<file path="src/design/tpl_cfg.svh">
// Purpose: offsets, bit positions and reset values of the phase-level block
// Assumes: byte addresses on a 32-bit classic Wishbone slave
// Notes: definitions only
`ifndef TPL_CFG_SVH
`define TPL_CFG_SVH

// ----------------------------------------------------------------
// register byte offsets
// ----------------------------------------------------------------
`define TPL_ADR_START 8'h00
`define TPL_ADR_INVC_FIRST 8'h04
`define TPL_ADR_INVC_SECOND 8'h08
`define TPL_ADR_BUF_FIRST 8'h0c
`define TPL_ADR_BUF_SECOND 8'h10
`define TPL_ADR_CARRIER 8'h14
`define TPL_ADR_WIDTH_U 8'h18
`define TPL_ADR_WIDTH_V 8'h1c
`define TPL_ADR_WIDTH_W 8'h20
`define TPL_ADR_DEAD 8'h24
`define TPL_ADR_STATUS 8'h28
`define TPL_ADR_PH_MODE 8'h2c
`define TPL_ADR_CAR_MODE 8'h30
`define TPL_ADR_TRIG_SEL 8'h34

// ----------------------------------------------------------------
// field positions
// ----------------------------------------------------------------
`define TPL_BIT_V_START 1
`define TPL_BIT_W_START 2
`define TPL_BIT_U_START 4
`define TPL_BIT_CAR_START 7
`define TPL_BIT_SW_TRANSFER 7
`define TPL_BIT_CAR_STOP 0
`define TPL_BIT_DT_DISABLE 5
`define TPL_TRG_V_LSB 0
`define TPL_TRG_W_LSB 2
`define TPL_TRG_U_LSB 6
`define TPL_TRG_ONESHOT 2'b01

// ----------------------------------------------------------------
// reset values and constants
// ----------------------------------------------------------------
`define TPL_RST_BYTE 8'h00
`define TPL_RST_HALF 16'h0000
`define TPL_RST_LEVEL 6'h00
`define TPL_RST_WORD 32'h00000000
`define TPL_RST_DEAD 8'h01
`define TPL_HALF_ONE 16'h0001
`define TPL_BYTE_ONE 8'h01

`endif

</file>
<file path="src/design/tpl_pkg.sv">
// Purpose: shared types of the phase-level block
// Assumes: nothing beyond the cfg header
// Notes: types only, constants live in tpl_cfg.svh
package tpl_pkg;
  // ----------------------------------------------------------------
  // types
  // ----------------------------------------------------------------
  typedef logic [15:0] tpl_count_t;
  typedef logic [7:0] tpl_byte_t;
  typedef logic [5:0] tpl_level_t;
  typedef enum logic {TPL_OS_IDLE, TPL_OS_COUNT} tpl_os_state_t;
endpackage : tpl_pkg

</file>
<file path="src/design/tpl_oneshot.sv">
// Purpose: one phase one-shot timer, pulse high while counting down
// Assumes: start is a one-cycle pulse on mclk
// Notes: a start while counting restarts the count
`timescale 1ns/1ps
`default_nettype none
`include "tpl_cfg.svh"

module tpl_oneshot (
  // clock and reset
  input wire logic mclk,
  input wire logic sys_rst,
  // control
  input wire logic startPulse,
  input wire logic runEn,
  input wire tpl_pkg::tpl_count_t widthVal,
  // pulse
  output logic pulseOut,
  output logic fallPulse
);
  import tpl_pkg::*;

  tpl_os_state_t state_reg;
  tpl_count_t cnt_reg;

  // load on start, count to one, then drop the pulse
  always_ff @(posedge mclk or posedge sys_rst) begin
    if (sys_rst) begin
      state_reg <= TPL_OS_IDLE;
      cnt_reg <= `TPL_RST_HALF;
      pulseOut <= 1'b0;
      fallPulse <= 1'b0;
    end else begin
      fallPulse <= 1'b0;
      case (state_reg)
        TPL_OS_IDLE: begin
          if (startPulse && runEn && widthVal != `TPL_RST_HALF) begin
            state_reg <= TPL_OS_COUNT;
            cnt_reg <= widthVal;
            pulseOut <= 1'b1;
          end
        end
        TPL_OS_COUNT: begin
          if (!runEn) begin
            // stopping mid-pulse ends it with no falling-edge event
            state_reg <= TPL_OS_IDLE;
            pulseOut <= 1'b0;
          end else if (startPulse && widthVal != `TPL_RST_HALF) begin
            cnt_reg <= widthVal;
          end else if (cnt_reg == `TPL_HALF_ONE) begin
            state_reg <= TPL_OS_IDLE;
            pulseOut <= 1'b0;
            fallPulse <= 1'b1;
          end else begin
            cnt_reg <= cnt_reg - `TPL_HALF_ONE;
          end
        end
        default: begin
          state_reg <= TPL_OS_IDLE;
          pulseOut <= 1'b0;
        end
      endcase
    end
  end
endmodule : tpl_oneshot
`default_nettype wire

</file>
<file path="src/design/tpl_pwm_top.sv">
// Purpose: three-phase output level control, triangular modulation mode 0
// Assumes: classic Wishbone slave, one clock mclk, async reset sys_rst
// Notes: outputs bits 0..2 are U,V,W upper, bits 3..5 U,V,W lower arms
`timescale 1ns/1ps
`default_nettype none
`include "tpl_cfg.svh"

// Behaviour
// - common start trigger loads each phase one-shot with its width value
// - transfer trigger copies both level buffers into phase shift registers
// - after transfer phase takes first buffer, then second at pulse fall
// - phase keeps alternating between both buffers at every pulse fall
// - with dead time on, active-to-inactive follows internal signal at once
// - with dead time on, inactive-to-active waits for dead timer to stop
// - first carrier underflow after both buffers written makes a transfer
// - writing carrier reload while carrier stop bit is 1 makes a transfer
// - writing 1 to the software transfer bit makes a transfer
module tpl_pwm_top (
  // clock and reset
  input wire logic mclk,
  input wire logic sys_rst,
  // wishbone slave
  input wire logic cyc_i,
  input wire logic stb_i,
  input wire logic we_i,
  input wire tpl_pkg::tpl_byte_t adr_i,
  input wire logic [31:0] dat_i,
  input wire logic [3:0] sel_i,
  output logic [31:0] dat_o,
  output logic ack_o,
  // gate driver outputs
  output tpl_pkg::tpl_level_t pwmOut
);
  import tpl_pkg::*;

  // ----------------------------------------------------------------
  // register state
  // ----------------------------------------------------------------
  tpl_byte_t countStart_reg;
  tpl_byte_t invFirst_reg;
  tpl_byte_t invSecond_reg;
  tpl_level_t levelBufFirst_reg;
  tpl_level_t levelBufSecond_reg;
  tpl_count_t carrierReload_reg;
  tpl_count_t phWidth_reg [3];
  tpl_byte_t deadTime_reg;
  tpl_byte_t phMode_reg;
  tpl_byte_t carMode_reg;
  tpl_byte_t trigSel_reg;
  logic wroteFirst_reg;
  logic wroteSecond_reg;
  tpl_count_t carrierCnt_reg;
  tpl_level_t stageFirst_reg;
  tpl_level_t stageSecond_reg;
  tpl_level_t internal_reg;
  logic [2:0] selSecond_reg;
  logic [31:0] rdData_next;

  logic wrEn;
  logic [15:0] halfMask;
  tpl_count_t wrHalf [3];
  logic carrierRun;
  logic carrierUf;
  logic ufTrig, stopWrTrig, swTrig;
  logic transfer;
  logic [2:0] phEn, phTrigOk, phPulse, phFall;
  logic dtDisable;

  // ----------------------------------------------------------------
  // bus slave
  // ----------------------------------------------------------------
  // writes land on the edge where the master sees ack
  assign wrEn = cyc_i && stb_i && we_i && ack_o;
  assign halfMask = {{8{sel_i[1]}}, {8{sel_i[0]}}};
  for (genvar p = 0; p < 3; p++) begin : g_wrhalf
    assign wrHalf[p] = (phWidth_reg[p] & ~halfMask)
                       | (dat_i[15:0] & halfMask);
  end

  // one wait state: ack one edge after the request, dropped right after
  always_ff @(posedge mclk or posedge sys_rst) begin
    if (sys_rst) begin
      ack_o <= 1'b0;
      dat_o <= `TPL_RST_WORD;
    end else begin
      ack_o <= cyc_i && stb_i && !ack_o;
      dat_o <= (cyc_i && stb_i && !ack_o && !we_i) ? rdData_next
                                                  : `TPL_RST_WORD;
    end
  end

  // read mux; unmapped offsets answer zero
  always_comb begin
    rdData_next = `TPL_RST_WORD;
    case (adr_i)
      `TPL_ADR_START: rdData_next[7:0] = countStart_reg;
      `TPL_ADR_INVC_FIRST: rdData_next[6:0] = invFirst_reg[6:0];
      `TPL_ADR_INVC_SECOND: rdData_next[7:0] = invSecond_reg;
      `TPL_ADR_BUF_FIRST: rdData_next[5:0] = levelBufFirst_reg;
      `TPL_ADR_BUF_SECOND: rdData_next[5:0] = levelBufSecond_reg;
      `TPL_ADR_CARRIER: rdData_next[15:0] = carrierReload_reg;
      `TPL_ADR_WIDTH_U: rdData_next[15:0] = phWidth_reg[0];
      `TPL_ADR_WIDTH_V: rdData_next[15:0] = phWidth_reg[1];
      `TPL_ADR_WIDTH_W: rdData_next[15:0] = phWidth_reg[2];
      `TPL_ADR_DEAD: rdData_next[7:0] = deadTime_reg;
      `TPL_ADR_STATUS: rdData_next = {carrierCnt_reg, 2'b00,
        wroteSecond_reg, wroteFirst_reg, selSecond_reg, phPulse,
        internal_reg};
      `TPL_ADR_PH_MODE: rdData_next[7:0] = phMode_reg;
      `TPL_ADR_CAR_MODE: rdData_next[7:0] = carMode_reg;
      `TPL_ADR_TRIG_SEL: rdData_next[7:0] = trigSel_reg;
      default: rdData_next = `TPL_RST_WORD;
    endcase
  end

  // software-written registers
  always_ff @(posedge mclk or posedge sys_rst) begin
    if (sys_rst) begin
      countStart_reg <= `TPL_RST_BYTE;
      invFirst_reg <= `TPL_RST_BYTE;
      invSecond_reg <= `TPL_RST_BYTE;
      levelBufFirst_reg <= `TPL_RST_LEVEL;
      levelBufSecond_reg <= `TPL_RST_LEVEL;
      carrierReload_reg <= `TPL_RST_HALF;
      phWidth_reg[0] <= `TPL_RST_HALF;
      phWidth_reg[1] <= `TPL_RST_HALF;
      phWidth_reg[2] <= `TPL_RST_HALF;
      deadTime_reg <= `TPL_RST_DEAD;
      phMode_reg <= `TPL_RST_BYTE;
      carMode_reg <= `TPL_RST_BYTE;
      trigSel_reg <= `TPL_RST_BYTE;
    end else if (wrEn && sel_i[0]) begin
      case (adr_i)
        `TPL_ADR_START: countStart_reg <= dat_i[7:0];
        `TPL_ADR_INVC_FIRST: invFirst_reg <= {1'b0, dat_i[6:0]};
        `TPL_ADR_INVC_SECOND: invSecond_reg <= dat_i[7:0];
        `TPL_ADR_BUF_FIRST: levelBufFirst_reg <= dat_i[5:0];
        `TPL_ADR_BUF_SECOND: levelBufSecond_reg <= dat_i[5:0];
        `TPL_ADR_CARRIER: carrierReload_reg <= (carrierReload_reg & ~halfMask)
                          | (dat_i[15:0] & halfMask);
        `TPL_ADR_WIDTH_U: phWidth_reg[0] <= wrHalf[0];
        `TPL_ADR_WIDTH_V: phWidth_reg[1] <= wrHalf[1];
        `TPL_ADR_WIDTH_W: phWidth_reg[2] <= wrHalf[2];
        `TPL_ADR_DEAD: deadTime_reg <= dat_i[7:0];
        `TPL_ADR_PH_MODE: phMode_reg <= dat_i[7:0];
        `TPL_ADR_CAR_MODE: carMode_reg <= dat_i[7:0];
        `TPL_ADR_TRIG_SEL: trigSel_reg <= dat_i[7:0];
        default: countStart_reg <= countStart_reg;
      endcase
    end else if (wrEn && sel_i[1]) begin
      // upper byte of the 16-bit timer values alone
      case (adr_i)
        `TPL_ADR_CARRIER: carrierReload_reg[15:8] <= dat_i[15:8];
        `TPL_ADR_WIDTH_U: phWidth_reg[0] <= wrHalf[0];
        `TPL_ADR_WIDTH_V: phWidth_reg[1] <= wrHalf[1];
        `TPL_ADR_WIDTH_W: phWidth_reg[2] <= wrHalf[2];
        default: countStart_reg <= countStart_reg;
      endcase
    end
  end

  // ----------------------------------------------------------------
  // carrier timer and transfer triggers
  // ----------------------------------------------------------------
  assign carrierRun = countStart_reg[`TPL_BIT_CAR_START]
                      && !invSecond_reg[`TPL_BIT_CAR_STOP];
  assign carrierUf = carrierRun && carrierCnt_reg == `TPL_RST_HALF;
  assign ufTrig = carrierUf && wroteFirst_reg && wroteSecond_reg;
  assign stopWrTrig = wrEn && sel_i[0] && adr_i == `TPL_ADR_CARRIER
                      && invSecond_reg[`TPL_BIT_CAR_STOP];
  assign swTrig = wrEn && sel_i[0] && adr_i == `TPL_ADR_INVC_FIRST
                  && dat_i[`TPL_BIT_SW_TRANSFER];
  assign transfer = ufTrig || stopWrTrig || swTrig;
  assign dtDisable = invSecond_reg[`TPL_BIT_DT_DISABLE];

  // carrier counts down and reloads at underflow
  always_ff @(posedge mclk or posedge sys_rst) begin
    if (sys_rst) begin
      carrierCnt_reg <= `TPL_RST_HALF;
    end else if (!carrierRun) begin
      carrierCnt_reg <= carrierReload_reg;
    end else if (carrierUf) begin
      carrierCnt_reg <= carrierReload_reg;
    end else begin
      carrierCnt_reg <= carrierCnt_reg - `TPL_HALF_ONE;
    end
  end

  // buffer-written flags; a write in the consuming cycle is kept
  always_ff @(posedge mclk or posedge sys_rst) begin
    if (sys_rst) begin
      wroteFirst_reg <= 1'b0;
      wroteSecond_reg <= 1'b0;
    end else begin
      wroteFirst_reg <= (wrEn && sel_i[0] && adr_i == `TPL_ADR_BUF_FIRST)
                        || (wroteFirst_reg && !transfer);
      wroteSecond_reg <= (wrEn && sel_i[0] && adr_i == `TPL_ADR_BUF_SECOND)
                         || (wroteSecond_reg && !transfer);
    end
  end

  // ----------------------------------------------------------------
  // phase one-shots, started together at carrier underflow
  // ----------------------------------------------------------------
  assign phEn[0] = countStart_reg[`TPL_BIT_U_START];
  assign phEn[1] = countStart_reg[`TPL_BIT_V_START];
  assign phEn[2] = countStart_reg[`TPL_BIT_W_START];
  assign phTrigOk[0] = trigSel_reg[`TPL_TRG_U_LSB +: 2] == `TPL_TRG_ONESHOT;
  assign phTrigOk[1] = trigSel_reg[`TPL_TRG_V_LSB +: 2] == `TPL_TRG_ONESHOT;
  assign phTrigOk[2] = trigSel_reg[`TPL_TRG_W_LSB +: 2] == `TPL_TRG_ONESHOT;

  for (genvar p = 0; p < 3; p++) begin : g_phase
    tpl_oneshot u_oneshot (
      .mclk(mclk),
      .sys_rst(sys_rst),
      .startPulse(carrierUf && phTrigOk[p]),
      .runEn(phEn[p]),
      .widthVal(phWidth_reg[p]),
      .pulseOut(phPulse[p]),
      .fallPulse(phFall[p])
    );

    // transfer wins over a falling edge in the same cycle
    always_ff @(posedge mclk or posedge sys_rst) begin
      if (sys_rst) begin
        selSecond_reg[p] <= 1'b0;
        internal_reg[p] <= 1'b0;
        internal_reg[p+3] <= 1'b0;
      end else if (transfer) begin
        selSecond_reg[p] <= 1'b0;
        internal_reg[p] <= levelBufFirst_reg[p];
        internal_reg[p+3] <= levelBufFirst_reg[p+3];
      end else if (phFall[p]) begin
        selSecond_reg[p] <= !selSecond_reg[p];
        internal_reg[p] <= selSecond_reg[p] ? stageFirst_reg[p]
                                            : stageSecond_reg[p];
        internal_reg[p+3] <= selSecond_reg[p] ? stageFirst_reg[p+3]
                                              : stageSecond_reg[p+3];
      end
    end

  end

  // shift registers change only on a transfer
  always_ff @(posedge mclk or posedge sys_rst) begin
    if (sys_rst) begin
      stageFirst_reg <= `TPL_RST_LEVEL;
      stageSecond_reg <= `TPL_RST_LEVEL;
    end else if (transfer) begin
      stageFirst_reg <= levelBufFirst_reg;
      stageSecond_reg <= levelBufSecond_reg;
    end
  end

  // ----------------------------------------------------------------
  // dead time per output
  // ----------------------------------------------------------------
  // one cycle behind the internal level, so turn-off edges stay aligned
  for (genvar b = 0; b < 6; b++) begin : g_dead
    tpl_byte_t deadCnt_reg;
    always_ff @(posedge mclk or posedge sys_rst) begin
      if (sys_rst) begin
        deadCnt_reg <= `TPL_RST_DEAD;
        pwmOut[b] <= 1'b0;
      end else if (dtDisable || !internal_reg[b]) begin
        // turn-off, or no dead time: follow the internal level
        deadCnt_reg <= deadTime_reg;
        pwmOut[b] <= internal_reg[b];
      end else if (deadCnt_reg == `TPL_RST_BYTE) begin
        pwmOut[b] <= 1'b1;
      end else begin
        deadCnt_reg <= deadCnt_reg - `TPL_BYTE_ONE;
      end
    end

  end
endmodule : tpl_pwm_top
`default_nettype wire

</file>
<file path="config.mk">
export PLATFORM = sky130hd
export DESIGN_NAME = tpl_pwm_top
export DESIGN_NICKNAME = d
export VERILOG_FILES = /design/src/design/tpl_pkg.sv /design/src/design/tpl_oneshot.sv /design/src/design/tpl_pwm_top.sv
export VERILOG_INCLUDE_DIRS = /design/src /design/src/design
export SDC_FILE = /design/constraint.sdc
export NUM_CORES = 1
export LEC_CHECK = 0
export BUFFER_PORTS_ARGS = -buffer_cell sky130_fd_sc_hd__buf_2
export CAP_MARGIN = 25
export CORE_ASPECT_RATIO = 1.1
export CORE_UTILIZATION = 61
export DETAILED_ROUTE_END_ITERATION = 8
export HOLD_SLACK_MARGIN = 0.15
export PLACE_DENSITY = 0.8
export REMOVE_ABC_BUFFERS = 1
export SLEW_MARGIN = 30
export SYNTH_ARGS = -nofsm -noshare
export SYNTH_HDL_FRONTEND = slang
export SYNTH_SLANG_ARGS = --single-unit
</file>
<file path="constraint.sdc">
create_clock -name mclk -period 14.32 [get_ports mclk]
set_input_delay 2.864 -clock mclk [delete_from_list [all_inputs] [get_ports mclk]]
set_output_delay 2.864 -clock mclk [all_outputs]
set_load 0.005 [all_outputs]
</file>
After elaboration in Yosys (flattened, before gate mapping)
Index checks and enable logic that the tools add are counted.
{ "op_classes": {"n_reduce_logical": 92, "n_shift": 0, "div": 0, "muxes": 122, "add_sub_neg": 10, "bitwise_logic": 13, "magnitude_cmp": 0, "n_eq_ne": 40, "mul": 0} }
{ "ops": {"columns": ["operator", "count"], "rows": [
  ["$mux 16", 19],
  ["$mux 8", 15],
  ["$mux 48", 2],
  ["$pmux 16 s2", 3],
  ["$pmux 6 s14", 1],
  ["$and 16x16->16", 5],
  ["$mux 1", 72],
  ["$or 16x16->16", 4],
  ["$sub 16x1->16 const B", 4],
  ["$logic_not 8->1", 7],
  ["$eq 16x1->1 const B", 3],
  ["$eq 8x6->1 const B", 6],
  ["$reduce_bool 16->1", 3],
  ["$sub 8x1->8 const B", 6],
  ["$pmux 8 s5", 1],
  ["$eq 8x5->1 const B", 4],
  ["$mux 32", 1],
  ["$logic_and 1x1->1", 31],
  ["$ne 3x3->1 const B", 9],
  ["$reduce_and 2->1", 11],
  ["$reduce_bool 2->1", 10],
  ["$ne 2x2->1 const B", 9],
  ["$reduce_and 3->1", 6],
  ["$eq 8x4->1 const B", 2],
  ["11 further kinds", 43]
]} }
{ "word_totals": {"ff_bits": 314, "mem_bits_ro": 0, "input_bits": 49, "n_memories": 0, "latchBits": 0, "mem_bits_rw": 0} }

Logic depth before layout (Yosys ltp)
Gate-level depths: netlist of run 1.
{ "depth": {"word_depth": 11, "ltp_mapped": 10, "depth_no_buf": 9} }

By module
Synthesis of run 1 repeated with hierarchy kept, for this count alone.
{ "unflattened": {"cells_unflattened": 1445, "area_unflattened_um2": 15678.8} }
{ "by_module_without_submodules": {"columns": ["mod", "cells_per_inst", "seq_area_each_um2", "instances", "area_per_inst_um2"], "rows": [
  ["tpl_pwm_top", 1035, 6439.9, 1, 11848.9],
  ["tpl_oneshot at g_phase[1].u_oneshot ...", 139, 475.5, 2, 1271.2],
  ["tpl_oneshot at g_phase[0].u_oneshot", 132, 475.5, 1, 1287.5]
]} }

Worst setup path after synthesis of run 1
OpenSTA, ideal clock, no wires.
{ "synth_path": {"path_kind": "input -> register", "start": "input adr_i[3]", "end": "register with a tool-made name", "required_ns": 14.195, "stages": 7, "setup_slack_ns": 9.607, "t_arrival_ns": 4.588, "path_buffers": 2, "path_cell_list": "buf_2 -> or3b_2 -> or2_2 -> nor2_1 -> buf_4 -> nand2_1 -> mux2_2"} }
{ "synth_lines": {"columns": ["element", "line_no", "rtl"], "rows": [
  ["start, declared", "tpl_pwm_top.sv:26", "input wire tpl_pkg::tpl_byte_t adr_i,"]
]} }

==> parameters.txt, run 1 <==
Parameter                              Value

Place
  Post-Place Cell Area    ~16000 um2
  GPL Wtd Cong    0.968
  Port Buffers    69
  Pre-CTS setup slack    8600 ps
  Detailed-placement wirelength estimate    28600 um

Synth
  Adder-cell share of the synthesized area    0.0160
  Total number of yosys warnings    0
  Average cell area after synthesis    10.5 um2
  Fraction of synthesized cell area in xor and xnor cells    0.0331
  Most used DFF post-synth    sky130_fd_sc_hd__dfrtp_1
  Cell types occupying the most area after synthesis    sky130_fd_sc_hd__dfrtp_1 49%, sky130_fd_sc_hd__mux2_2 9.5%, sky130_fd_sc_hd__nand2_1 4.2%, sky130_fd_sc_hd__o21ai_0 2.9%, sky130_fd_sc_hd__xnor2_1 2.8%
  Multiplexer share of the synthesized area    0.118
  Basic-gate share of the synthesized area counting and, or, nand and nor cells    0.171
  Fraction of the yosys area taken by sequential cells    0.504
  Post-synthesis register bit count    314
  Compound-gate portion of the synthesized area    0.131
  Instance count of the mapped netlist    1485
  Most area-hungry cell type in the Yosys netlist    sky130_fd_sc_hd__dfrtp_1
  Leading cell type by number of instances after synthesis    sky130_fd_sc_hd__dfrtp_1
  Main combinational cell family by area after synthesis    simple AND/OR/NAND/NOR gates
  Top cells by instance count after synthesis    307 x sky130_fd_sc_hd__dfrtp_1, 175 x sky130_fd_sc_hd__nand2_1, 132 x sky130_fd_sc_hd__mux2_2
  Cell variety after synth    81
  EDFF count, synth    0
  Area fraction of the dominant cell type after synthesis    0.492
  Post-synthesis async set-or-reset flop share    1.00
  Synthesized cell area    15600 um2

Worst setup path
  Crit-path max FO    27
  Required time of the critical path    between 10000 and 15000 ps
  Crit Path Class    input port to flop
  Kind of start point of the critical path    input port
  Element type at the critical path end    flop
  Arrival time of data at the critical path endpoint    5730 ps

Timing
  Pins over their slew limit    0
  Least setup slack across all paths after layout    9000 ps
  Sum of negative setup slack    0 ps
  Final worst path period share    0.372
  Shortest clock period the worst path allows after layout    around 5300 ps
  Slew at the pin with the worst max-slew slack    941 ps
  Slew margin rel.    0.373
  Max Clock Freq    188 MHz
  Clock skew after layout    19.5 ps
  Setup repair after global routing missed its margin    no
  Final setup fails    0
  Hold violation total from the final report    0

Route
  Routed length per instance    22.4 um
  Length of the first detailed-routing pass in iterations    6
  Drc violations    0
  Count of antenna-violating nets left after detailed routing    0
  Total Wirelength    42100 um
  Routed via count    12482
  Routed via count divided by cell count    between 6 and 7
  Starting DRC count in detailed routing    between 1000 and 1500

Die
  Starting utilization of the core area    0.620
  Die outline height    170 um
  Die X    roughly 150 um
  Total die area    26300 um2
  Area of the core    25200 um2
  Number of ports placed on the die boundary    88
  Site row count    61

Run status
  Result of the run    completed

Cells and area
  Filler cell count in the final layout    ~1800
  Share of layout cells above drive strength 1    0.207
  Fin nets    ~1600
  ANT cells    0
  Final core utilization    0.691
  Final instance area    ~17000 um2
  Layout-stage area growth over the synthesis result    11.4%

Clocking
  H-tree depth reported by CTS    2
  Clock latency on the worst-skew pair    520 ps
  Post-CTS Setup Repair Bufs    0
  Cts repair resizes    0
  Number of buffers inserted during clock tree synthesis    34
  Total number of clock tree sinks    between 300 and 400
  Root buffer cell    sky130_fd_sc_hd__clkbuf_16
  Max clock buf depth    3
  Clock tree from TritonCTS    done
  Hold bufs inserted after CTS    0
  Clock-pin slew on the worst setup and hold paths    60 ps

Pwr
  Switching power summed over all nets    408 uW
  Relative contribution of sequential cells to total power    0.473
  Clock network power share    0.497
  Maximum vdd ir drop    0.0000753 V
  Combinational share of power    0.030
  Pwr Density    108 nW/um2
  Internal power contribution    1480 uW
  Switching fraction of total power    0.216
  Static Leakage    between 0.008 and 0.009 uW

GRT
  Number of antenna violations at the first check in global routing    0
  Global routing usage summed across all routing layers    0.330
  GRT overflow    0
  Pin count of the biggest net entering global routing    approximately 120
  Global-route wire length before repair    around 66000 um
  Via count of the first global-routing pass    12110

Min path
  Worst min path class    flop to flop

Flow run
  Max_cap viols    0
power groups by stage:
stage	sequential, uW	combinational [uW]	clock, uW
2_1_floorplan	906	28.1	0
3_3_place_gp	907	55.1	0
3_5_place_dp	907	55.7	0
4_1_cts	890	56.1	943
5_1_grt	890	62.1	977
6_report	890	56.6	937
through the flow:
stage                     hold WS [ps]  instances  total power, uW
after CTS                          488       1874             1890
after detailed placement           474       1812              962
after global routing               506       1875             1930
after floorplan                    438       1419              934
final                              484       1875             1880
after global placement             449       1812              962
worst paths after layout:
| path | from | to | slack (ps) | cells past startpoint |
|---|---|---|---|---|
| max in group asynchronous | sys_rst | g_phase[1].u_oneshot.cnt_reg[13]$_DFFE_PP0P_ | 9890 | 4 |
| setup reg to reg | carrierCnt_reg[9]$_DFF_PP0_ | g_phase[1].u_oneshot.cnt_reg[13]$_DFFE_PP0P_ | 11020 | 7 |
| min in group asynchronous | sys_rst | levelBufFirst_reg[5]$_DFFE_PP0P_ | 2530 | 2 |
| hold / removal | stageFirst_reg[5]$_DFFE_PP0P_ | stageFirst_reg[5]$_DFFE_PP0P_ | 480 | 2 |
| hold reg to reg | stageFirst_reg[5]$_DFFE_PP0P_ | stageFirst_reg[5]$_DFFE_PP0P_ | 480 | 2 |
| setup / recovery | adr_i[3] | flop | 9000 | 6 |
area by class of cell:
cell class / instances / area, um2 / share of cell area
Sequential cell: 314 / 7870 / 0.452
Multi-Input combinational cell: 1069 / 7370 / 0.423
Clock buffer: 49 / 1030 / 0.0592
Timing Repair Buffer: 79 / 428 / 0.0246
Tap cell: 315 / 394 / 0.0226
Clock inverter: 13 / 175 / 0.0101
Inverter: 36 / 143 / 0.00820
cell usage in the layout (no fill, tap or decap), types with 20 or more instances in the layout:
cell                          n
sky130_fd_sc_hd__ha_1        20
sky130_fd_sc_hd__nor3_1      34
sky130_fd_sc_hd__a22oi_1     35
sky130_fd_sc_hd__inv_1       33
sky130_fd_sc_hd__mux2_2     132
sky130_fd_sc_hd__buf_2       69
sky130_fd_sc_hd__o211ai_1    22
sky130_fd_sc_hd__a21oi_1     51
sky130_fd_sc_hd__dfrtp_1    307
sky130_fd_sc_hd__clkbuf_16   37
sky130_fd_sc_hd__nor4_1      38
sky130_fd_sc_hd__nand2_1    175
sky130_fd_sc_hd__o21ai_0     90
sky130_fd_sc_hd__nor2_1     103
sky130_fd_sc_hd__nand3_1     34
sky130_fd_sc_hd__xnor2_1     50
sky130_fd_sc_hd__and2_1      20
logic make-up after synthesis:
| kind of cell | count (synthesis) |
|---|---|
| simple gates | 518 |
| xor+xnor | 59 |
| fa+ha+maj | 20 |
| mux | 158 |
| buf+inv | 102 |
| compound gates | 314 |
| flops | 314 |
critical path, stage by stage:
cell,delay [ps]
sky130_fd_sc_hd__buf_2,460
sky130_fd_sc_hd__or3b_2,560
sky130_fd_sc_hd__or2_2,360
sky130_fd_sc_hd__nor2_1,630
sky130_fd_sc_hd__nand2_1,440
sky130_fd_sc_hd__mux2_2,390
per-layer routing:
layer / global-route usage / part of all wire
met1: 0.432 / 0.40
met2: 0.532 / 0.47
met3: 0.0672 / 0.086
met4: 0.148 / 0.043
met5: 0 / 0
Note: power is estimated with default switching activity, not from simulation.
==> run 2, diff against run 1 <==
Settings changed: CORE_UTILIZATION 61 to 56, PLACE_DENSITY 0.8 to 0.77.
Clock period 14.32 ns to 4.4 ns, I/O delays scaled along.
==> parameters.txt, run 2 (synthesis gave the netlist of run 1 again) <==
Parameter                              Value

Worst setup path
  Library cell contributing the largest single delay on the critical path    sky130_fd_sc_hd__nor2_1
  Required time of the critical path    4820 ps
  Kind of start point of the critical path    flop
  Crit Path Class    flop to flop
  Worst reg2reg path startpoint    g_phase[1].u_oneshot.cnt_reg[9]$_DFFE_PP0P_
  Arrival time of data at the critical path endpoint    3640 ps
  Element type at the critical path end    flop
  Sequence of cells on the critical path    or4_1 > nor4_4 > a41oi_1 > nor2_1 > inv_1 > and4_1 > nor3_1
  Worst path bufs/invs    1
  Flop-to-flop setup slack    1170 ps
  Kind of cell adding the most delay to the critical path    simple AND/OR/NAND/NOR gates
  Largest stage delay on the critical path    640 ps
  Endpoint of the worst register-to-register path    g_phase[1].u_oneshot.cnt_reg[13]$_DFFE_PP0P_
  Crit-path max FO    14
  FF-to-FF path depth    7

Clocking
  H-tree depth reported by CTS    2
  Post-CTS Setup Repair Bufs    0
  Clock-pin slew on the worst setup and hold paths    60 ps
  Max clock buf depth    3
  Cts repair resizes    0
  Hold bufs inserted after CTS    0
  Clock tree from TritonCTS    done
  Number of buffers inserted during clock tree synthesis    34
  Root buffer cell    sky130_fd_sc_hd__clkbuf_16
  Clock latency on the worst-skew pair    510 ps
  Total number of clock tree sinks    314

Pwr
  Switching power summed over all nets    1300 uW
  Static Leakage    0.00814 uW
  Clock network power share    0.479
  Maximum vdd ir drop    about 0.00028 V
  Final Power    slightly below 6000 uW
  Switching fraction of total power    0.220
  Combinational share of power    0.032
  Internal power contribution    4620 uW
  Relative contribution of sequential cells to total power    0.489
  Pwr Density    340 nW/um2

Place
  Post-Place Cell Area    ~16000 um2
  Detailed-placement wirelength estimate    ~29000 um
  Port Buffers    69
  GPL Wtd Cong    0.982

Die
  Number of ports placed on the die boundary    88
  Starting utilization of the core area    0.574
  Area of the core    ~27000 um2
  Die X    161 um
  Die outline height    177 um
  Total die area    28600 um2
  Site row count    63

GRT
  Via count of the first global-routing pass    12245
  GRT overflow    0
  Pin count of the biggest net entering global routing    131
  Global-route wire length before repair    67800 um
  Number of antenna violations at the first check in global routing    2
  Global routing usage summed across all routing layers    0.306

Min path
  Worst min path class    input port to asynchronous set/reset pin

Cells and area
  Commonest cells after routing, fill and taps aside    307 x sky130_fd_sc_hd__dfrtp_1, 175 x sky130_fd_sc_hd__nand2_1, 132 x sky130_fd_sc_hd__mux2_2, 103 x sky130_fd_sc_hd__nor2_1, 90 x sky130_fd_sc_hd__o21ai_0
  Share of layout cells above drive strength 1    0.210
  Leading cell type in the layout, fill and taps excluded    sky130_fd_sc_hd__dfrtp_1
  Fin nets    1611
  Layout-stage area growth over the synthesis result    11.6%
  Final core utilization    0.641
  Final instance area    approximately 17000 um2

Timing
  Final worst path period share    0.734
  Clock skew after layout    between 15 and 20 ps
  Slew at the pin with the worst max-slew slack    936 ps
  Setup repair after global routing missed its margin    no
  Hold violation total from the final report    0
  Final setup fails    0
  Slew margin rel.    0.376
  Pins over their slew limit    0
  Minimum hold slack    443 ps
  Shortest clock period the worst path allows after layout    3230 ps
  Max Clock Freq    slightly above 300 MHz

Route
  Total Wirelength    42400 um
  Length of the first detailed-routing pass in iterations    8
  Routed via count divided by cell count    6.45
  Routed via count    approximately 12000
  Starting DRC count in detailed routing    about 1200
  Count of antenna-violating nets left after detailed routing    0
  Drc violations    0
  Routed length per instance    around 22 um

Run status
  Result of the run    completed

Flow run
  Max_cap viols    0
==> run 2: changes by cell type in the layout (fill, tap and decap cells not counted) <==
cell and delta:
sky130_fd_sc_hd__nor4b_4 -1, sky130_fd_sc_hd__buf_6 -1, sky130_fd_sc_hd__nor4b_2 +1, sky130_fd_sc_hd__clkbuf_16 -2, sky130_fd_sc_hd__inv_6 -1, sky130_fd_sc_hd__diode_2 +2
sky130_fd_sc_hd__clkinvlp_4 -1, sky130_fd_sc_hd__clkinv_8 +1, sky130_fd_sc_hd__bufinv_16 -2, sky130_fd_sc_hd__buf_4 +7, sky130_fd_sc_hd__buf_12 +2, sky130_fd_sc_hd__clkinv_2 +3
==> run 2: power by group through the flow <==
stage               Clock [uW]  Sequential (uW)  Combinational [uW]
floorplan                    0             2950                91.5
global placement             0             2950                 186
detailed placement           0             2950                 188
CTS                       2870             2900                 189
global route              2980             2900                 208
finish                    2840             2900                 189
==> run 2: worst max-delay path by stage <==
| stage | cells after the start | from | slack [ps] | endpoint |
|---|---|---|---|---|
| 2_1_floorplan | 1 | sys_rst | -5150 | asynchronous set/reset pin |
| 3_3_place_gp | 6 | adr_i[5] | 1030 | flop |
| 3_5_place_dp | 6 | adr_i[5] | 970 | flop |
| 4_1_cts | 7 | g_phase[1].u_oneshot.cnt_reg[9]$_DFFE_PP0P_ | 1250 | g_phase[1].u_oneshot.cnt_reg[13]$_DFFE_PP0P_ |
| 5_1_grt | 7 | carrierCnt_reg[9]$_DFF_PP0_ | 940 | g_phase[1].u_oneshot.cnt_reg[7]$_DFFE_PP0P_ |
| 6_report | 7 | g_phase[1].u_oneshot.cnt_reg[9]$_DFFE_PP0P_ | 1170 | g_phase[1].u_oneshot.cnt_reg[13]$_DFFE_PP0P_ |
==> run 2: routing by layer <==
layer / vias up / wire [um] / track usage
li1: 5540 / - / -
met1: 6162 / 17600 / 0.417
met2: 591 / 19700 / 0.486
met3: 126 / 3310 / 0.0483
met4: 0 / 1850 / 0.135
met5: - / 0 / 0
==> run 2: area by class of cell <==
type	count	area (um2)
Fill cell	2180	9760
Sequential cell	314	7870
Multi-Input combinational cell	1069	7360
Clock buffer	47	981
Timing Repair Buffer	87	509
Tap cell	357	447
Inverter	36	148
Clock inverter	13	125
Antenna cell	2	5.00
==> run 2: metrics by stage <==
step | setup WS, ps | TNS, ps | cells
after floorplan | -5150 | -1601130 | 1419
after global placement | 1030 | 0 | 1862
after detailed placement | 970 | 0 | 1862
after CTS | 1250 | 0 | 1922
after global routing | 937 | 0 | 1925
final | 1170 | 0 | 1925
==> run 3, diff against run 2 <==
Settings changed: CORE_UTILIZATION 56 to 61, PLACE_DENSITY 0.77 to 0.8.
Clock period 4.4 ns to 3 ns, I/O delays scaled along.
==> parameters.txt, run 3 (synthesis gave the netlist of run 1 again) <==
Parameter                              Value

Clocking
  Max clock buf depth    3
  Total number of clock tree sinks    between 300 and 400
  Post-CTS Setup Repair Bufs    0
  Number of buffers inserted during clock tree synthesis    34
  Clock-pin slew on the worst setup and hold paths    60 ps
  Clock latency on the worst-skew pair    520 ps
  Hold bufs inserted after CTS    0
  H-tree depth reported by CTS    2
  Clock tree from TritonCTS    done
  Cts repair resizes    0
  Root buffer cell    sky130_fd_sc_hd__clkbuf_16

Place
  Post-Place Cell Area    16500 um2
  GPL Wtd Cong    0.966
  Port Buffers    69
  Detailed-placement wirelength estimate    30600 um

Timing
  Hold violation total from the final report    0
  Final worst path period share    0.885
  Max Clock Freq    between 300 and 400 MHz
  Setup repair after global routing missed its margin    no
  Slew at the pin with the worst max-slew slack    668 ps
  Final setup fails    0
  Shortest clock period the worst path allows after layout    2660 ps
  Pins over their slew limit    0
  Slew margin rel.    0.551
  Clock skew after layout    20.0 ps

Cells and area
  Final instance area    17700 um2
  Commonest cells after routing, fill and taps aside    307 x sky130_fd_sc_hd__dfrtp_1, 175 x sky130_fd_sc_hd__nand2_1, 132 x sky130_fd_sc_hd__mux2_2, 103 x sky130_fd_sc_hd__nor2_1, 90 x sky130_fd_sc_hd__o21ai_0
  Share of layout cells above drive strength 1    0.223
  Final core utilization    0.701
  Layout-stage area growth over the synthesis result    13.1%
  Leading cell type in the layout, fill and taps excluded    sky130_fd_sc_hd__dfrtp_1
  Fin nets    1640

Worst setup path
  Element type at the critical path end    flop
  Endpoint of the worst register-to-register path    g_phase[2].u_oneshot.cnt_reg[1]$_DFFE_PP0P_
  Kind of start point of the critical path    flop
  Sequence of cells on the critical path    nor4_1 > nand4_1 > and3_1 > nor2_1 > clkinv_1 > mux2_2
  Flop-to-flop setup slack    340 ps
  Worst setup startpoint    g_phase[2].u_oneshot.cnt_reg[7]$_DFFE_PP0P_
  Required time of the critical path    3400 ps
  Crit Path Class    flop to flop
  FF-to-FF path depth    6
  Crit path capture    g_phase[2].u_oneshot.cnt_reg[1]$_DFFE_PP0P_
  Worst reg2reg path startpoint    g_phase[2].u_oneshot.cnt_reg[7]$_DFFE_PP0P_
  Worst path bufs/invs    1
  Largest stage delay on the critical path    460 ps
  Library cell contributing the largest single delay on the critical path    sky130_fd_sc_hd__nor4_1
  CP Depth    6
  Kind of cell adding the most delay to the critical path    simple AND/OR/NAND/NOR gates
  Arrival time of data at the critical path endpoint    between 3000 and 4000 ps
  Crit-path max FO    9

Route
  Top layer reached by signal wires    met4
  Routed wire length on met3    3370 um
  Length of the first detailed-routing pass in iterations    5
  Met1 Wirelength    18200 um
  Drc violations    0
  Total Wirelength    44400 um
  Routed via count divided by cell count    6.59
  Count of antenna-violating nets left after detailed routing    0
  Routed length per instance    23.2 um
  Metal2 WL    ~21000 um
  Starting DRC count in detailed routing    1144
  Routed via count    around 13000

Die
  Site row count    61
  Total die area    26300 um2
  Die X    155 um
  Starting utilization of the core area    0.620
  Die outline height    170 um
  Number of ports placed on the die boundary    88
  Area of the core    roughly 25000 um2

GRT
  Global-route wire length before repair    70100 um
  Via count of the first global-routing pass    12542
  GRT overflow    0
  Pin count of the biggest net entering global routing    84
  Number of antenna violations at the first check in global routing    1
  Global routing usage summed across all routing layers    0.348

Pwr
  Final Power    slightly below 9000 uW
  Static Leakage    0.00829 uW
  Pwr Density    502 nW/um2
  Maximum vdd ir drop    between 0.0004 and 0.0005 V

Run status
  Result of the run    completed

Min path
  Worst min path class    input port to asynchronous set/reset pin

Flow run
  Max_cap viols    0
-- run 3: changes by cell type in the layout (fill, tap and decap cells not counted), moves of 2 or more --
cell / delta
sky130_fd_sc_hd__clkinv_2: -5
sky130_fd_sc_hd__buf_12: +3
sky130_fd_sc_hd__clkbuf_16: +2
sky130_fd_sc_hd__buf_4: +27
sky130_fd_sc_hd__clkbuf_1: +3
-- run 3: worst min path at each step --
| stage | start | endpoint | cells past startpoint |
|---|---|---|---|
| after floorplan | stageFirst_reg[5]$_DFFE_PP0P_ | stageFirst_reg[5]$_DFFE_PP0P_ | 2 |
| final | sys_rst | stageSecond_reg[2]$_DFFE_PP0P_ | 2 |
| after global routing | sys_rst | levelBufSecond_reg[2]$_DFFE_PP0P_ | 2 |
| after CTS | sys_rst | levelBufSecond_reg[2]$_DFFE_PP0P_ | 2 |
| after detailed placement | stageFirst_reg[4]$_DFFE_PP0P_ | stageFirst_reg[4]$_DFFE_PP0P_ | 2 |
| after global placement | stageFirst_reg[5]$_DFFE_PP0P_ | stageFirst_reg[5]$_DFFE_PP0P_ | 2 |
-- run 3: report_power, final --
| group | leakage [uW] | switching, uW | internal (uW) | total, uW |
|---|---|---|---|---|
| Combinational | 0.00337 | 218 | 78.6 | 296 |
| Clock | 0.000561 | 1690 | 2630 | 4320 |
| Sequential | 0.00436 | 9.54 | 4240 | 4250 |
-- run 3: metrics by stage --
step                TNS (ps)  setup slack [ps]  hold WS [ps]  std cells
finish                     0               344           177       1910
global placement           0               208           454       1850
detailed placement         0               172           464       1850
global route               0              55.6           231       1910
floorplan           -1952810             -6270           438       1419
CTS                        0               280           209       1909
-- run 3: layout make-up --
class,instances,area (um2)
Sequential cell,314,7870
Fill cell,1840,7520
Multi-Input combinational cell,1069,7350
Clock buffer,51,1030
Timing Repair Buffer,116,761
Tap cell,315,394
Inverter,36,143
Clock inverter,8,118
Antenna cell,1,2.50
-- run 3: layer usage --
layer  vias up  track usage
met3       121       0.0507
met1      6257        0.468
met5         -            0
met4         0        0.142
met2       627        0.569
li1       5587            -
